## src/logic/mmupe_defs.svh

```systemverilog
// mmupe_defs.svh: offsets, field positions and reset values of the mmu page entry staging registers
// assumes: included by bare name from the package and the design modules
`ifndef MMUPE_DEFS_SVH
`define MMUPE_DEFS_SVH

// register offsets inside the mmu register block (byte addresses)
`define MMUPE_ADDR_W 8
`define MMUPE_OFS_ENTRY_LOW 8'h04
`define MMUPE_OFS_TABLE_BASE 8'h08
`define MMUPE_OFS_EXC_ADDR 8'h0C

// page entry low field layout
`define MMUPE_PPN_MSB 28
`define MMUPE_PPN_LSB 10
`define MMUPE_VALID_BIT 8
`define MMUPE_ATTR_MSB 7
`define MMUPE_ATTR_LSB 0
`define MMUPE_ENTRY_LOW_MASK 32'h1FFF_FDFF

// entry high field widths as handed to the tlb
`define MMUPE_VPN_W 22
`define MMUPE_ADDRESS_SPACE_ID_W 8

// reset values
`define MMUPE_ENTRY_LOW_RST 32'h0000_0000
`define MMUPE_TABLE_BASE_RST 32'h0000_0000
`define MMUPE_EXC_ADDR_RST 32'h0000_0000
`define MMUPE_RDATA_RST 32'h0000_0000

`endif

```

## src/logic/mmupe_pkg.sv

```systemverilog
// mmupe_pkg.sv: types shared by the mmu page entry staging registers
// assumes: mmupe_defs.svh is on the include path
`include "mmupe_defs.svh"

package mmupe_pkg;

	// which register an access offset selects
	typedef enum logic [1:0] {
		MMUPE_SEL_NONE,
		MMUPE_SEL_ENTRY_LOW,
		MMUPE_SEL_TABLE_BASE,
		MMUPE_SEL_EXC_ADDR
	} mmupe_sel_type;

	typedef logic [`MMUPE_ADDR_W-1:0] mmupe_addr_type;
	typedef logic [31:0] mmupe_word_type;

	// offset decode, used by both the write and the read path
	function automatic mmupe_sel_type mmupe_decode(input mmupe_addr_type addr);
		case (addr)
			`MMUPE_OFS_ENTRY_LOW: mmupe_decode = MMUPE_SEL_ENTRY_LOW;
			`MMUPE_OFS_TABLE_BASE: mmupe_decode = MMUPE_SEL_TABLE_BASE;
			`MMUPE_OFS_EXC_ADDR: mmupe_decode = MMUPE_SEL_EXC_ADDR;
			default: mmupe_decode = MMUPE_SEL_NONE;
		endcase
	endfunction : mmupe_decode

endpackage : mmupe_pkg

```

## src/logic/mmupe_tlb_load.sv

```systemverilog
// mmupe_tlb_load.sv: builds one unified tlb write from the staged entry on a load-tlb instruction
// assumes: same clock as the core; load pulse lasts one cycle; the tlb picks the entry itself
`include "mmupe_defs.svh"

module mmupe_tlb_load
	import mmupe_pkg::*;
(
	// clock and reset
	input wire logic clk,
	input wire logic rst_n,
	// staged entry
	input wire logic load,
	input wire logic [31:0] entry_low,
	input wire logic [`MMUPE_VPN_W-1:0] virtual_page_number,
	input wire logic [`MMUPE_ADDRESS_SPACE_ID_W-1:0] address_space_id,
	// tlb write
	output logic wr,
	output logic [`MMUPE_PPN_MSB-`MMUPE_PPN_LSB:0] physical_page_number,
	output logic valid,
	output logic [`MMUPE_ATTR_MSB:0] attr,
	output logic [`MMUPE_VPN_W-1:0] wr_vpn,
	output logic [`MMUPE_ADDRESS_SPACE_ID_W-1:0] wr_address_space_id
);

	logic next_wr;
	logic [`MMUPE_PPN_MSB-`MMUPE_PPN_LSB:0] next_ppn;
	logic next_valid;
	logic [`MMUPE_ATTR_MSB:0] next_attr;
	logic [`MMUPE_VPN_W-1:0] next_vpn;
	logic [`MMUPE_ADDRESS_SPACE_ID_W-1:0] next_address_space_id;

	// fields are latched only on a load so the tlb sees a stable entry between loads
	always_comb begin
		next_wr = load;
		next_ppn = physical_page_number;
		next_valid = valid;
		next_attr = attr;
		next_vpn = wr_vpn;
		next_address_space_id = wr_address_space_id;
		if (load) begin
			next_ppn = entry_low[`MMUPE_PPN_MSB:`MMUPE_PPN_LSB];
			next_valid = entry_low[`MMUPE_VALID_BIT];
			next_attr = entry_low[`MMUPE_ATTR_MSB:`MMUPE_ATTR_LSB];
			next_vpn = virtual_page_number;
			next_address_space_id = address_space_id;
		end
	end

	// output registers
	always_ff @(posedge clk) begin
		if (!rst_n) begin
			wr <= 1'b0;
			physical_page_number <= '0;
			valid <= 1'b0;
			attr <= '0;
			wr_vpn <= '0;
			wr_address_space_id <= '0;
		end else begin
			wr <= next_wr;
			physical_page_number <= next_ppn;
			valid <= next_valid;
			attr <= next_attr;
			wr_vpn <= next_vpn;
			wr_address_space_id <= next_address_space_id;
		end
	end

endmodule : mmupe_tlb_load

```

## src/logic/mmupe_regs.sv

```systemverilog
// mmupe_regs.sv: page entry low, page table base and exception address registers of the mmu
// assumes: core-side register port and exception/load strobes are on SYS_CLK; tlb lookup lives elsewhere
// manual reset comes from logic on SYS_CLK as well, so it is used without a synchroniser
//
// What this block does
// - entry low holds ppn and attributes for tlb
// - hardware never changes entry low by itself
// - ppn bits 28-10, valid bit 8, attributes 7-0
// - table base is full 32-bit read/write
// - hardware never changes table base
// - table base has no hardware function
// - exceptions capture faulting virtual address
// - software writes replace the exception address unless a capture lands in the same cycle
// - load also writes vpn and address_space_id
`include "mmupe_defs.svh"

module mmupe_regs
	import mmupe_pkg::*;
(
	// clock and resets
	input wire logic SYS_CLK,
	input wire logic NRST,
	input wire logic MANUAL_NRST,
	// register access port
	input wire logic REG_SEL,
	input wire logic REG_WE,
	input wire mmupe_pkg::mmupe_addr_type REG_ADDR,
	input wire mmupe_pkg::mmupe_word_type REG_WDATA,
	output mmupe_pkg::mmupe_word_type REG_RDATA,
	output logic REG_RVALID,
	// exception capture
	input wire logic EXC_CAPTURE,
	input wire mmupe_pkg::mmupe_word_type EXC_VADDR,
	// load-tlb instruction and entry high contents
	input wire logic LOAD_TLB,
	input wire logic [`MMUPE_VPN_W-1:0] ENTRY_HIGH_VPN,
	input wire logic [`MMUPE_ADDRESS_SPACE_ID_W-1:0] ENTRY_HIGH_ADDRESS_SPACE_ID,
	// unified tlb write
	output logic TLB_WRITE,
	output logic [`MMUPE_PPN_MSB-`MMUPE_PPN_LSB:0] TLB_PPN,
	output logic TLB_VALID,
	output logic [`MMUPE_ATTR_MSB:0] TLB_ATTR,
	output logic [`MMUPE_VPN_W-1:0] TLB_VPN,
	output logic [`MMUPE_ADDRESS_SPACE_ID_W-1:0] TLB_ADDRESS_SPACE_ID
);
	import mmupe_pkg::*;

	// staged registers and their next values
	mmupe_word_type page_entry_low;
	mmupe_word_type page_table_base;
	mmupe_word_type exception_address;
	mmupe_word_type next_page_entry_low;
	mmupe_word_type next_page_table_base;
	mmupe_word_type next_exception_address;
	mmupe_word_type next_rdata;
	logic next_rvalid;
	// decoded offset and per-register write strobes
	mmupe_sel_type sel;
	logic wr_low;
	logic wr_base;
	logic wr_exc;

	// access decode
	// one shared decode keeps the write and read paths agreeing on the offsets
	assign sel = mmupe_decode(REG_ADDR);
	assign wr_low = REG_SEL && REG_WE && (sel == MMUPE_SEL_ENTRY_LOW);
	assign wr_base = REG_SEL && REG_WE && (sel == MMUPE_SEL_TABLE_BASE);
	assign wr_exc = REG_SEL && REG_WE && (sel == MMUPE_SEL_EXC_ADDR);

	// register next values; only software writes move entry low and table base
	always_comb begin
		next_page_entry_low = page_entry_low;
		next_page_table_base = page_table_base;
		next_exception_address = exception_address;
		if (wr_low)
			next_page_entry_low = REG_WDATA & `MMUPE_ENTRY_LOW_MASK;
		if (wr_base)
			next_page_table_base = REG_WDATA;
		// a fault in the same cycle as a software write wins, so no faulting address is lost
		if (EXC_CAPTURE)
			next_exception_address = EXC_VADDR;
		else if (wr_exc)
			next_exception_address = REG_WDATA;
	end

	// registers; a manual reset keeps the exception address so handlers can still read it
	// power-on reset clears all three; zero keeps runs repeatable where the value is otherwise undefined
	always_ff @(posedge SYS_CLK) begin
		if (!NRST) begin
			page_entry_low <= `MMUPE_ENTRY_LOW_RST;
			page_table_base <= `MMUPE_TABLE_BASE_RST;
			exception_address <= `MMUPE_EXC_ADDR_RST;
		end else if (!MANUAL_NRST) begin
			page_entry_low <= `MMUPE_ENTRY_LOW_RST;
			page_table_base <= `MMUPE_TABLE_BASE_RST;
			exception_address <= next_exception_address;
		end else begin
			page_entry_low <= next_page_entry_low;
			page_table_base <= next_page_table_base;
			exception_address <= next_exception_address;
		end
	end

	// read data; unmapped offsets return zero, table base only feeds this path
	// a write cycle returns zero as well, so rdata is only meaningful with rvalid
	always_comb begin
		next_rvalid = REG_SEL && !REG_WE;
		next_rdata = `MMUPE_RDATA_RST;
		if (REG_SEL && !REG_WE) begin
			case (sel)
				MMUPE_SEL_ENTRY_LOW: next_rdata = page_entry_low;
				MMUPE_SEL_TABLE_BASE: next_rdata = page_table_base;
				MMUPE_SEL_EXC_ADDR: next_rdata = exception_address;
				default: next_rdata = `MMUPE_RDATA_RST;
			endcase
		end
	end

	// read registers
	// rvalid follows each read strobe by one cycle and rdata drops back to zero with it
	always_ff @(posedge SYS_CLK) begin
		if (!NRST) begin
			REG_RDATA <= `MMUPE_RDATA_RST;
			REG_RVALID <= 1'b0;
		end else begin
			REG_RDATA <= next_rdata;
			REG_RVALID <= next_rvalid;
		end
	end

	// tlb write builder; reads the staged entry as it stands before any same-cycle write
	// so a load and a write of entry low in one cycle hand the old entry to the tlb
	mmupe_tlb_load u_load (
		.clk(SYS_CLK),
		.rst_n(NRST),
		.load(LOAD_TLB),
		.entry_low(page_entry_low),
		.virtual_page_number(ENTRY_HIGH_VPN),
		.address_space_id(ENTRY_HIGH_ADDRESS_SPACE_ID),
		.wr(TLB_WRITE),
		.physical_page_number(TLB_PPN),
		.valid(TLB_VALID),
		.attr(TLB_ATTR),
		.wr_vpn(TLB_VPN),
		.wr_address_space_id(TLB_ADDRESS_SPACE_ID)
	);
endmodule : mmupe_regs

```

## config.mk

```make
export PLATFORM = sky130hd
export DESIGN_NAME = mmupe_regs
export DESIGN_NICKNAME = d
export VERILOG_FILES = /design/src/logic/mmupe_pkg.sv /design/src/logic/mmupe_tlb_load.sv /design/src/logic/mmupe_regs.sv
export VERILOG_INCLUDE_DIRS = /design/src /design/src/logic
export SDC_FILE = /design/constraint.sdc
export NUM_CORES = 1
export LEC_CHECK = 0
export BUFFER_PORTS_ARGS = -buffer_cell sky130_fd_sc_hd__buf_2
export CAP_MARGIN = 30
export CORE_MARGIN = 3
export CORE_UTILIZATION = 40
export CTS_CLUSTER_SIZE = 40
export DETAILED_ROUTE_END_ITERATION = 12
export SLEW_MARGIN = 20
export SYNTH_ARGS = -nofsm -noshare
export SYNTH_HDL_FRONTEND = slang
export SYNTH_SLANG_ARGS = --single-unit
export TNS_END_PERCENT = 5
```

## constraint.sdc

```tcl
create_clock -name SYS_CLK -period 4.7 [get_ports SYS_CLK]
set_clock_uncertainty 0.05 [all_clocks]
set_input_delay 0.705 -clock SYS_CLK [delete_from_list [all_inputs] [get_ports SYS_CLK]]
set_output_delay 0.705 -clock SYS_CLK [all_outputs]
set_load 0.02 [all_outputs]
```

==> results of run 1 <==
-- per-stage QoR --
stage                      util  hold slack (ns)
after floorplan               -            0.392
after global placement    0.471            0.401
after detailed placement  0.473            0.407
after CTS                 0.507            0.417
after global routing      0.507            0.432
final                     0.507            0.412
-- Yosys cell counts --
cell,instances
a31o_2,1
nand3_1,1
and2_1,3
mux2i_1,122
nor4_4,1
or4_1,1
nand4b_1,1
a22oi_1,28
clkbuf_1,61
mux2_2,28
buf_1,7
or2_2,1
and3b_1,1
and4_1,1
nand2_1,57
o31ai_1,32
nor2_1,123
and4b_1,1
a21oi_1,32
o2111ai_1,1
inv_2,1
buf_2,7
dfxtp_1,184
nor2b_1,1
a221oi_1,32
nand4_1,34
-- kinds of logic (layout without fill, tap and decap cells) --
family	Yosys count	in the layout
AOI/OAI and AO/OA	126	126
buffers and inverters	76	242
DFF	184	184
muxes	150	150
other	0	1
and+or+nand+nor	226	226
-- flip-flops by register name (all words and copies together) (netlist names) --
signal / cells
u_load.physical_page_number: 19
REG_RDATA: 32
u_load.wr_vpn: 22
REG_RVALID: 1
u_load.wr_address_space_id: 8
page_entry_low: 28
u_load.wr: 1
u_load.valid: 1
exception_address: 32
u_load.attr: 8
page_table_base: 32
-- layer usage --
layer | part of all wire | GRT usage
met5 | 0.00034 | 0
met4 | 0.011 | 0.0571
met3 | 0.064 | 0.0427
met2 | 0.46 | 0.330
met1 | 0.47 | 0.277
-- cells in the final DEF, fill, tap and decap left out, drive strengths merged --
| cell | count |
|---|---|
| nor2 | 123 |
| nor4 | 1 |
| clkbuf | 19 |
| nand3 | 1 |
| and4 | 1 |
| diode | 1 |
| inv | 3 |
| buf | 209 |
| dfxtp | 184 |
| nor2b | 1 |
| clkinv | 5 |
| and2 | 3 |
| mux2 | 28 |
| bufinv | 3 |
| nand4 | 34 |
| or2 | 1 |
| a21oi | 32 |
| a221oi | 32 |
| clkinvlp | 3 |
| a31o | 1 |
| mux2i | 122 |
| or4 | 1 |
| a22oi | 28 |
| and3b | 1 |
| o31ai | 32 |
| o2111ai | 1 |
| and4b | 1 |
| nand4b | 1 |
| nand2 | 57 |
-- worst max-delay path, delay by kind of cell --
kind	cells	cell delay (ns)
simple gates	2	0.92
buf+inv	1	0.65
compound gates	1	0.52
-- how the worst min path moves through the flow --
stage	slack (ns)	endpoint	startpoint
after detailed placement	0.41	page_table_base[31]	page_table_base[31]
after CTS	0.42	page_table_base[4]	page_table_base[4]
after floorplan	0.39	page_table_base[0]	page_table_base[0]
after global placement	0.40	page_table_base[21]	page_table_base[21]
final	0.41	page_table_base[4]	page_table_base[4]
after global routing	0.43	page_table_base[21]	page_table_base[21]
-- power by group through the flow --
stage / clock, W / sequential [W] / combinational, W
finish: 0.00150 / 0.00161 / 0.000301
floorplan: 0 / 0.00166 / 0.000164
global placement: 0 / 0.00165 / 0.000298
detailed placement: 0 / 0.00165 / 0.000303
global route: 0.00159 / 0.00162 / 0.000330
CTS: 0.00152 / 0.00161 / 0.000304
-- area by class of cell --
cell class / count / area (sq um) / area share
Sequential cell: 184 / 3680 / 0.402
Multi-Input combinational cell: 502 / 3480 / 0.379
Timing Repair Buffer: 209 / 1100 / 0.120
Clock buffer: 19 / 443 / 0.0483
Tap cell: 229 / 287 / 0.0313
Clock inverter: 13 / 169 / 0.0184
Inverter: 1 / 5.00 / 0.000546
Antenna cell: 1 / 2.50 / 0.000273
==> impl_metrics.ini, run 1 <==
[outcome]
outcome = finished clean

[global_routing]
grt_util_all_layers = 0.204
grt_pass1_wl_mm = 33.1
overflow = 0
grt_pass1_vias = 6130
grt_max_degree = 66
antenna_found_initial = 1

[power]
pwr-share-comb = 0.088
switching_power_w = 0.000839
p_per_area_nw_per_um2 = 372
vdd_drop_max_uv = 254
p_total_w = 0.00341
p_leak_nw = 4.13
p_seq_frac = 0.472
internal-power_w = 0.00257
p_clk_frac = 0.439
switching_share = 0.246

[floorplan]
die_y_um = 142
die-width_um = 142
num_rows = 49
initial_core_util = 0.410
core_sq_um = 18100
dieArea_sq_um = 20200
io_pins = 201

[worst_setup_path]
r2r_slack_ns = 3.69
startpoint = REG_ADDR[3]
crit_end = exception_address[3]
rr_worst_depth = 3
crit_arrival_ns = 2.84
crit_type = in2reg
cp_slowest_cell = buf_2
reg2reg_to = REG_RDATA[12]
cpPeakStageDelay_ns = 0.65
worstSetupStartpointType = primary input
crit_fanout = 34
path_cells = buf_2, and4_1, nand3_2, a221oi_1
critPathRequiredTime_ns = 4.95
r2r_start = page_table_base[12]
cp-end-kind = flip-flop

[synthesis]
synth_fa_ha_area_frac = 0
netlist_instances = 762
synth_xor_area_frac = 0
synthSimpleGateAreaFrac = 0.134
synth_area_leader_cell = dfxtp_1
synth-compound-area-share = 0.123
yosys.area.top_type_share = 0.497
synth.distinct_cells = 26
synth_mux_area_frac = 0.207
syn-cell-area_sq_um = 7410
seq_area_frac_synth = 0.497
synth_top_family_by_area = multiplexers
ys_warn_count = 0
syn_avg_cell_area_sq_um = 9.73
syn_nets = 871
synthTopCellsByArea = dfxtp_1 50%, mux2i_1 16%, nor2_1 6.2%
ys_ff_latch = 184

[timing]
slew_viol_final = 0
fin_crit_sh = 0.550
worst_pin_slew_ns = 0.959
setup_viol = 0
slew_headroom = 0.361
finalSetupTns_ns = 0
final-hold-violation-count = 0
max_freq_ghz = 0.387
post-route-min-period_ns = 2.58
rsz0062_at_grt = false
fin_ws_ns = 2.12

[place]
portBuffers = 200
pre_cts_slack_ns = 1.70
post-place-cells = 1125
gp_congestion = 0.699
dp_hpwl_mm = 12.8
place_area_sq_um = 8550

[clock_tree]
cts_setup_buffers = 0
cts_tree = done
htree_levels = 4
cts_root_buf = clkbuf_16
cts_resized = 0
cts.sinks = 184
clk_pin_slew_ns = 0.07
clk_path_buf_depth = 2
clk_latency_ns = 0.42
cts_hold_buffers = 0
cts_buffers = 17

[routing]
route.detailed.drc = 0
finalWirelength_mm = 20.5
ant_nets = 0
firstDrtPassIters = 5
drtIter0Drc = 359
wire_per_inst_um = 17.7
viasPerCell = 5.35
num_vias = 6191

[layout]
drive_above_1_share = 0.302
final_nets = 1024
final_cells = 1158
area_delta_synth_final_pct = 23.7
fill_cells = 1733
final_area_sq_um = 9170

[worst_hold_path]
hp-class = reg2reg
worst_hold_path.num_cells = 2

[run]
cap_violations = 0
Note: power is estimated with default switching activity, not from simulation.
==> run 2, diff against run 1 <==
Clock period 4.7 ns to 2.47 ns, I/O delays scaled along.
==> impl_metrics.ini, run 2 (synthesized netlist as in run 1, its figures left out) <==
[layout]
final_common_cell = buf_2
drive_above_1_share = 0.312
area_delta_synth_final_pct = 25.1
final_area_sq_um = 9270
final_cells = 1171
fill_cells = 1718
reg_top3 = REG_RDATA (32), exception_address (32), page_table_base (32)
fin_util = 0.513
final_cell_mix = 198 x buf_2, 184 x dfxtp_1, 122 x mux2i_1, 122 x nor2_1, 56 x nand2_1
final_nets = 1037

[routing]
firstDrtPassIters = 7
wire_per_inst_um = 17.7
ant_nets = 0
viasPerCell = 5.27
route.detailed.drc = 0
drtIter0Drc = 405
num_vias = 6174
finalWirelength_mm = 20.8

[clock_tree]
clk_latency_ns = 0.42
cts.sinks = 184
cts_resized = 0
cts_buffers = 17
cts_tree = done
htree_levels = 4
clk_pin_slew_ns = 0.07
clk_path_buf_depth = 2
cts_hold_buffers = 0
cts_root_buf = clkbuf_16
cts_setup_buffers = 0

[place]
portBuffers = 200
dp_hpwl_mm = 13.8
post-place-cells = 1138
place_area_sq_um = 8690
gp_congestion = 0.726

[worst_setup_path]
rr_worst_depth = 3
crit_fanout = 32
critPathRequiredTime_ns = 2.70
crit_type = in2reg
crit_arrival_ns = 1.87
cp-end-kind = flip-flop
worstSetupStartpointType = primary input

[timing]
finalSetupTns_ns = 0
whs_ns = 0.126
slew_headroom = 0.528
rsz0062_at_grt = false
final-hold-violation-count = 0
max_freq_ghz = 0.612
worst_pin_slew_ns = 0.709
setup_viol = 0
fin_crit_sh = 0.662
slew_viol_final = 0
post-route-min-period_ns = 1.63

[global_routing]
grt_max_degree = 50
grt_pass1_vias = 6009
antenna_found_initial = 0
grt_pass1_wl_mm = 32.8
overflow = 0
grt_util_all_layers = 0.203

[power]
switching_share = 0.248
p_seq_frac = 0.484
switching_power_w = 0.00157
vdd_drop_max_uv = 491
internal-power_w = 0.00476
p_clk_frac = 0.422
p_leak_nw = 4.20
p_per_area_nw_per_um2 = 682
pwr-share-comb = 0.094

[floorplan]
io_pins = 201
dieArea_sq_um = 20200
num_rows = 49
die_y_um = 142
initial_core_util = 0.410
die-width_um = 142
core_sq_um = 18100

[worst_hold_path]
worst_hold_path.num_cells = 3
hp-class = in2reg

[outcome]
outcome = finished clean

[run]
cap_violations = 0
[run 2: power by group through the flow]
stage	sequential [W]	clock (W)	combinational (W)
2_1_floorplan	0.00317	0	0.000311
3_3_place_gp	0.00313	0	0.000591
3_5_place_dp	0.00313	0	0.000593
4_1_cts	0.00307	0.00272	0.000596
5_1_grt	0.00307	0.00284	0.000645
6_report	0.00307	0.00267	0.000593
[run 2: worst paths after layout]
| kind | startpoint | to | slack (ns) |
|---|---|---|---|
| worst max-delay path | REG_ADDR[5] | page_table_base[22] | 0.84 |
| worst max register to register | page_table_base[16] | REG_RDATA[16] | 1.48 |
| worst min register to register | page_table_base[21] | page_table_base[21] | 0.42 |
| worst min-delay path | ENTRY_HIGH_VPN[7] | u_load.wr_vpn[7] | 0.13 |
[run 2: final cells by class]
class	count	area [sq um]	area share
timing repair buffer	222	1230	0.133
tap	229	287	0.0309
sequential	184	3680	0.397
clock inverter	12	118	0.0127
multi-input combinational	502	3480	0.375
clock buffer	20	467	0.0503
inverter	1	5.00	0.000540
antenna	1	2.50	0.000270
[run 2: critical path, cell delays in order]
cell     delay (ns)
buf_2          0.12
or4_2          0.65
buf_4          0.27
o31ai_1        0.33
a21oi_1        0.10
[run 2: layer usage]
metal | GRT usage | wire, um | part of all wire
met5 | 0 | 0 | 0
met2 | 0.322 | 9390 | 0.45
met1 | 0.277 | 9820 | 0.47
met3 | 0.0538 | 1420 | 0.068
met4 | 0.0470 | 156 | 0.0075
[run 2: per-stage QoR]
stage          power (W)  setup WS, ns
6_report         0.00633         0.836
5_1_grt          0.00656         0.728
4_1_cts          0.00638         0.858
3_5_place_dp     0.00373         0.441
3_3_place_gp     0.00372         0.483
2_1_floorplan    0.00348         0.734
==> run 3, diff against run 2 <==
Settings changed: ABC_AREA from default to 1.
Clock period 2.47 ns to 1.6 ns, I/O delays scaled along.
==> impl_metrics.ini, run 3 <==
[outcome]
outcome = finished clean

[worst_setup_path]
cp-end-kind = output port
startpoint = REG_RDATA[13]
r2r_start = page_entry_low[7]
critPathTopFamily = flip-flops
crit_arrival_ns = 0.98
worstSetupStartpointType = flip-flop
crit_fanout = 1
cp_slowest_cell = dfxtp_1
cpPeakStageDelay_ns = 0.38
crit_type = reg2out
critPathBufInv = 1
path_cells = buf_2
critPathRequiredTime_ns = 1.31

[timing]
final-hold-violation-count = 0
slew_headroom = 0.644
max_freq_ghz = 0.787
post-route-min-period_ns = 1.27
worst_pin_slew_ns = 0.533
rsz0062_at_grt = false
fin_crit_sh = 0.794
whs_ns = 0.0178
finalSetupTns_ns = 0
slew_viol_final = 0
setup_viol = 0

[synthesis]
async_flop_share = 0
ys_warn_count = 0
synthTopCellsByCount = 260 x nand2_1, 184 x dfxtp_1, 175 x nor2_1
seq_area_frac_synth = 0.498
synthTopCellsByArea = dfxtp_1 50%, nand2_1 13%, nor2_1 8.9%
netlist_instances = 1028
synth.distinct_cells = 20
synth_edf_count = 0
yosys.area.top_type_share = 0.498
syn-cell-area_sq_um = 7400
synth_area_leader_cell = dfxtp_1
ys_ff_latch = 184
post-synth-top-count-cell = nand2_1
syn_avg_cell_area_sq_um = 7.19
syn_nets = 1137
synth_ff_type = dfxtp_1

[power]
p_seq_frac = 0.490
switching_power_w = 0.00245
pwr-share-comb = 0.097
p_per_area_nw_per_um2 = 1020
internal-power_w = 0.00730
p_leak_nw = 4.65
p_clk_frac = 0.413
vdd_drop_max_uv = 676
switching_share = 0.252

[floorplan]
die-width_um = 142
initial_core_util = 0.409
num_rows = 49
core_sq_um = 18100
die_y_um = 142
io_pins = 201
dieArea_sq_um = 20200

[layout]
final_nets = 1358
fill_cells = 1793
area_delta_synth_final_pct = 29.2
final_cell_mix = 260 x nand2_1, 200 x buf_2, 184 x dfxtp_1, 175 x nor2_1, 122 x nand3_1
drive_above_1_share = 0.234
final_cells = 1491
final_common_cell = nand2_1
reg_top3 = REG_RDATA (32), exception_address (32), page_table_base (32)
final_area_sq_um = 9550

[global_routing]
grt_pass1_vias = 7027
overflow = 0
grt_pass1_wl_mm = 37.1
antenna_found_initial = 3
grt_max_degree = 58
grt_util_all_layers = 0.233

[routing]
route.detailed.drc = 0
firstDrtPassIters = 5
wire_per_inst_um = 15.8
viasPerCell = 4.90
num_vias = 7299
drtIter0Drc = 457
finalWirelength_mm = 23.5
ant_nets = 0

[clock_tree]
cts_tree = done
cts_buffers = 17
cts_root_buf = clkbuf_16
cts_resized = 0
cts_hold_buffers = 26
clk_latency_ns = 0.42
clk_pin_slew_ns = 0.07
cts_setup_buffers = 0
clk_path_buf_depth = 2
htree_levels = 4
cts.sinks = 184

[worst_hold_path]
hp-start = ENTRY_HIGH_ADDRESS_SPACE_ID[7]
hp-class = in2reg

[place]
gp_congestion = 0.802
place_area_sq_um = 8730
dp_hpwl_mm = 15.8
portBuffers = 200
post-place-cells = 1433

[run]
cap_violations = 0
==> run 3: layout make-up <==
cell class	instances	area (sq um)	area share
inverters	49	184	0.0193
repair buffers	269	1670	0.175
well taps	229	287	0.0300
diodes	1	2.50	0.000262
multi-input cells	728	3170	0.332
clock buffers	20	457	0.0478
clock inverters	11	100	0.0105
flip-flops and latches	184	3680	0.386
==> run 3: power by group through the flow <==
| stage | Sequential, W | Clock (W) | Combinational, W |
|---|---|---|---|
| 2_1_floorplan | 0.00498 | 0 | 0.000374 |
| 3_3_place_gp | 0.00488 | 0 | 0.000890 |
| 3_5_place_dp | 0.00488 | 0 | 0.000893 |
| 4_1_cts | 0.00478 | 0.00407 | 0.000945 |
| 5_1_grt | 0.00479 | 0.00428 | 0.00105 |
| 6_report | 0.00478 | 0.00402 | 0.000946 |
==> run 3: routing by layer <==
metal | global-route usage | routed length [um] | vias to the layer above
met4 | 0.0621 | 358 | 4
met5 | 0 | 21 | -
met1 | 0.297 | 10300 | 3317
li1 | - | - | 3717
met2 | 0.392 | 11000 | 234
met3 | 0.0645 | 1720 | 27
==> run 3: through the flow <==
stage | setup slack, ns | utilization | total power, W
4_1_cts | 0.324 | 0.528 | 0.00979
6_report | 0.330 | 0.528 | 0.00975
3_3_place_gp | 0.0500 | 0.483 | 0.00577
2_1_floorplan | 0.317 | - | 0.00536
5_1_grt | 0.293 | 0.528 | 0.0101
3_5_place_dp | 0.0660 | 0.483 | 0.00577
==> run 3: logic make-up after synthesis <==
| group | Yosys count | synth area share |
|---|---|---|
| and+or+nand+nor | 574 | 0.324 |
| DFF | 184 | 0.498 |
| buffers and inverters | 116 | 0.0736 |
| AOI/OAI and AO/OA | 154 | 0.104 |
==> run 3: path summary, 6_finish.rpt <==
check,to,slack [ns],cells after the start
worst max register to register,REG_RDATA[7],0.82,4
worst min register to register,page_table_base[26],0.42,2
worst min-delay path,u_load.wr_address_space_id[7],0.02,3
worst max-delay path,REG_RDATA[13],0.33,1
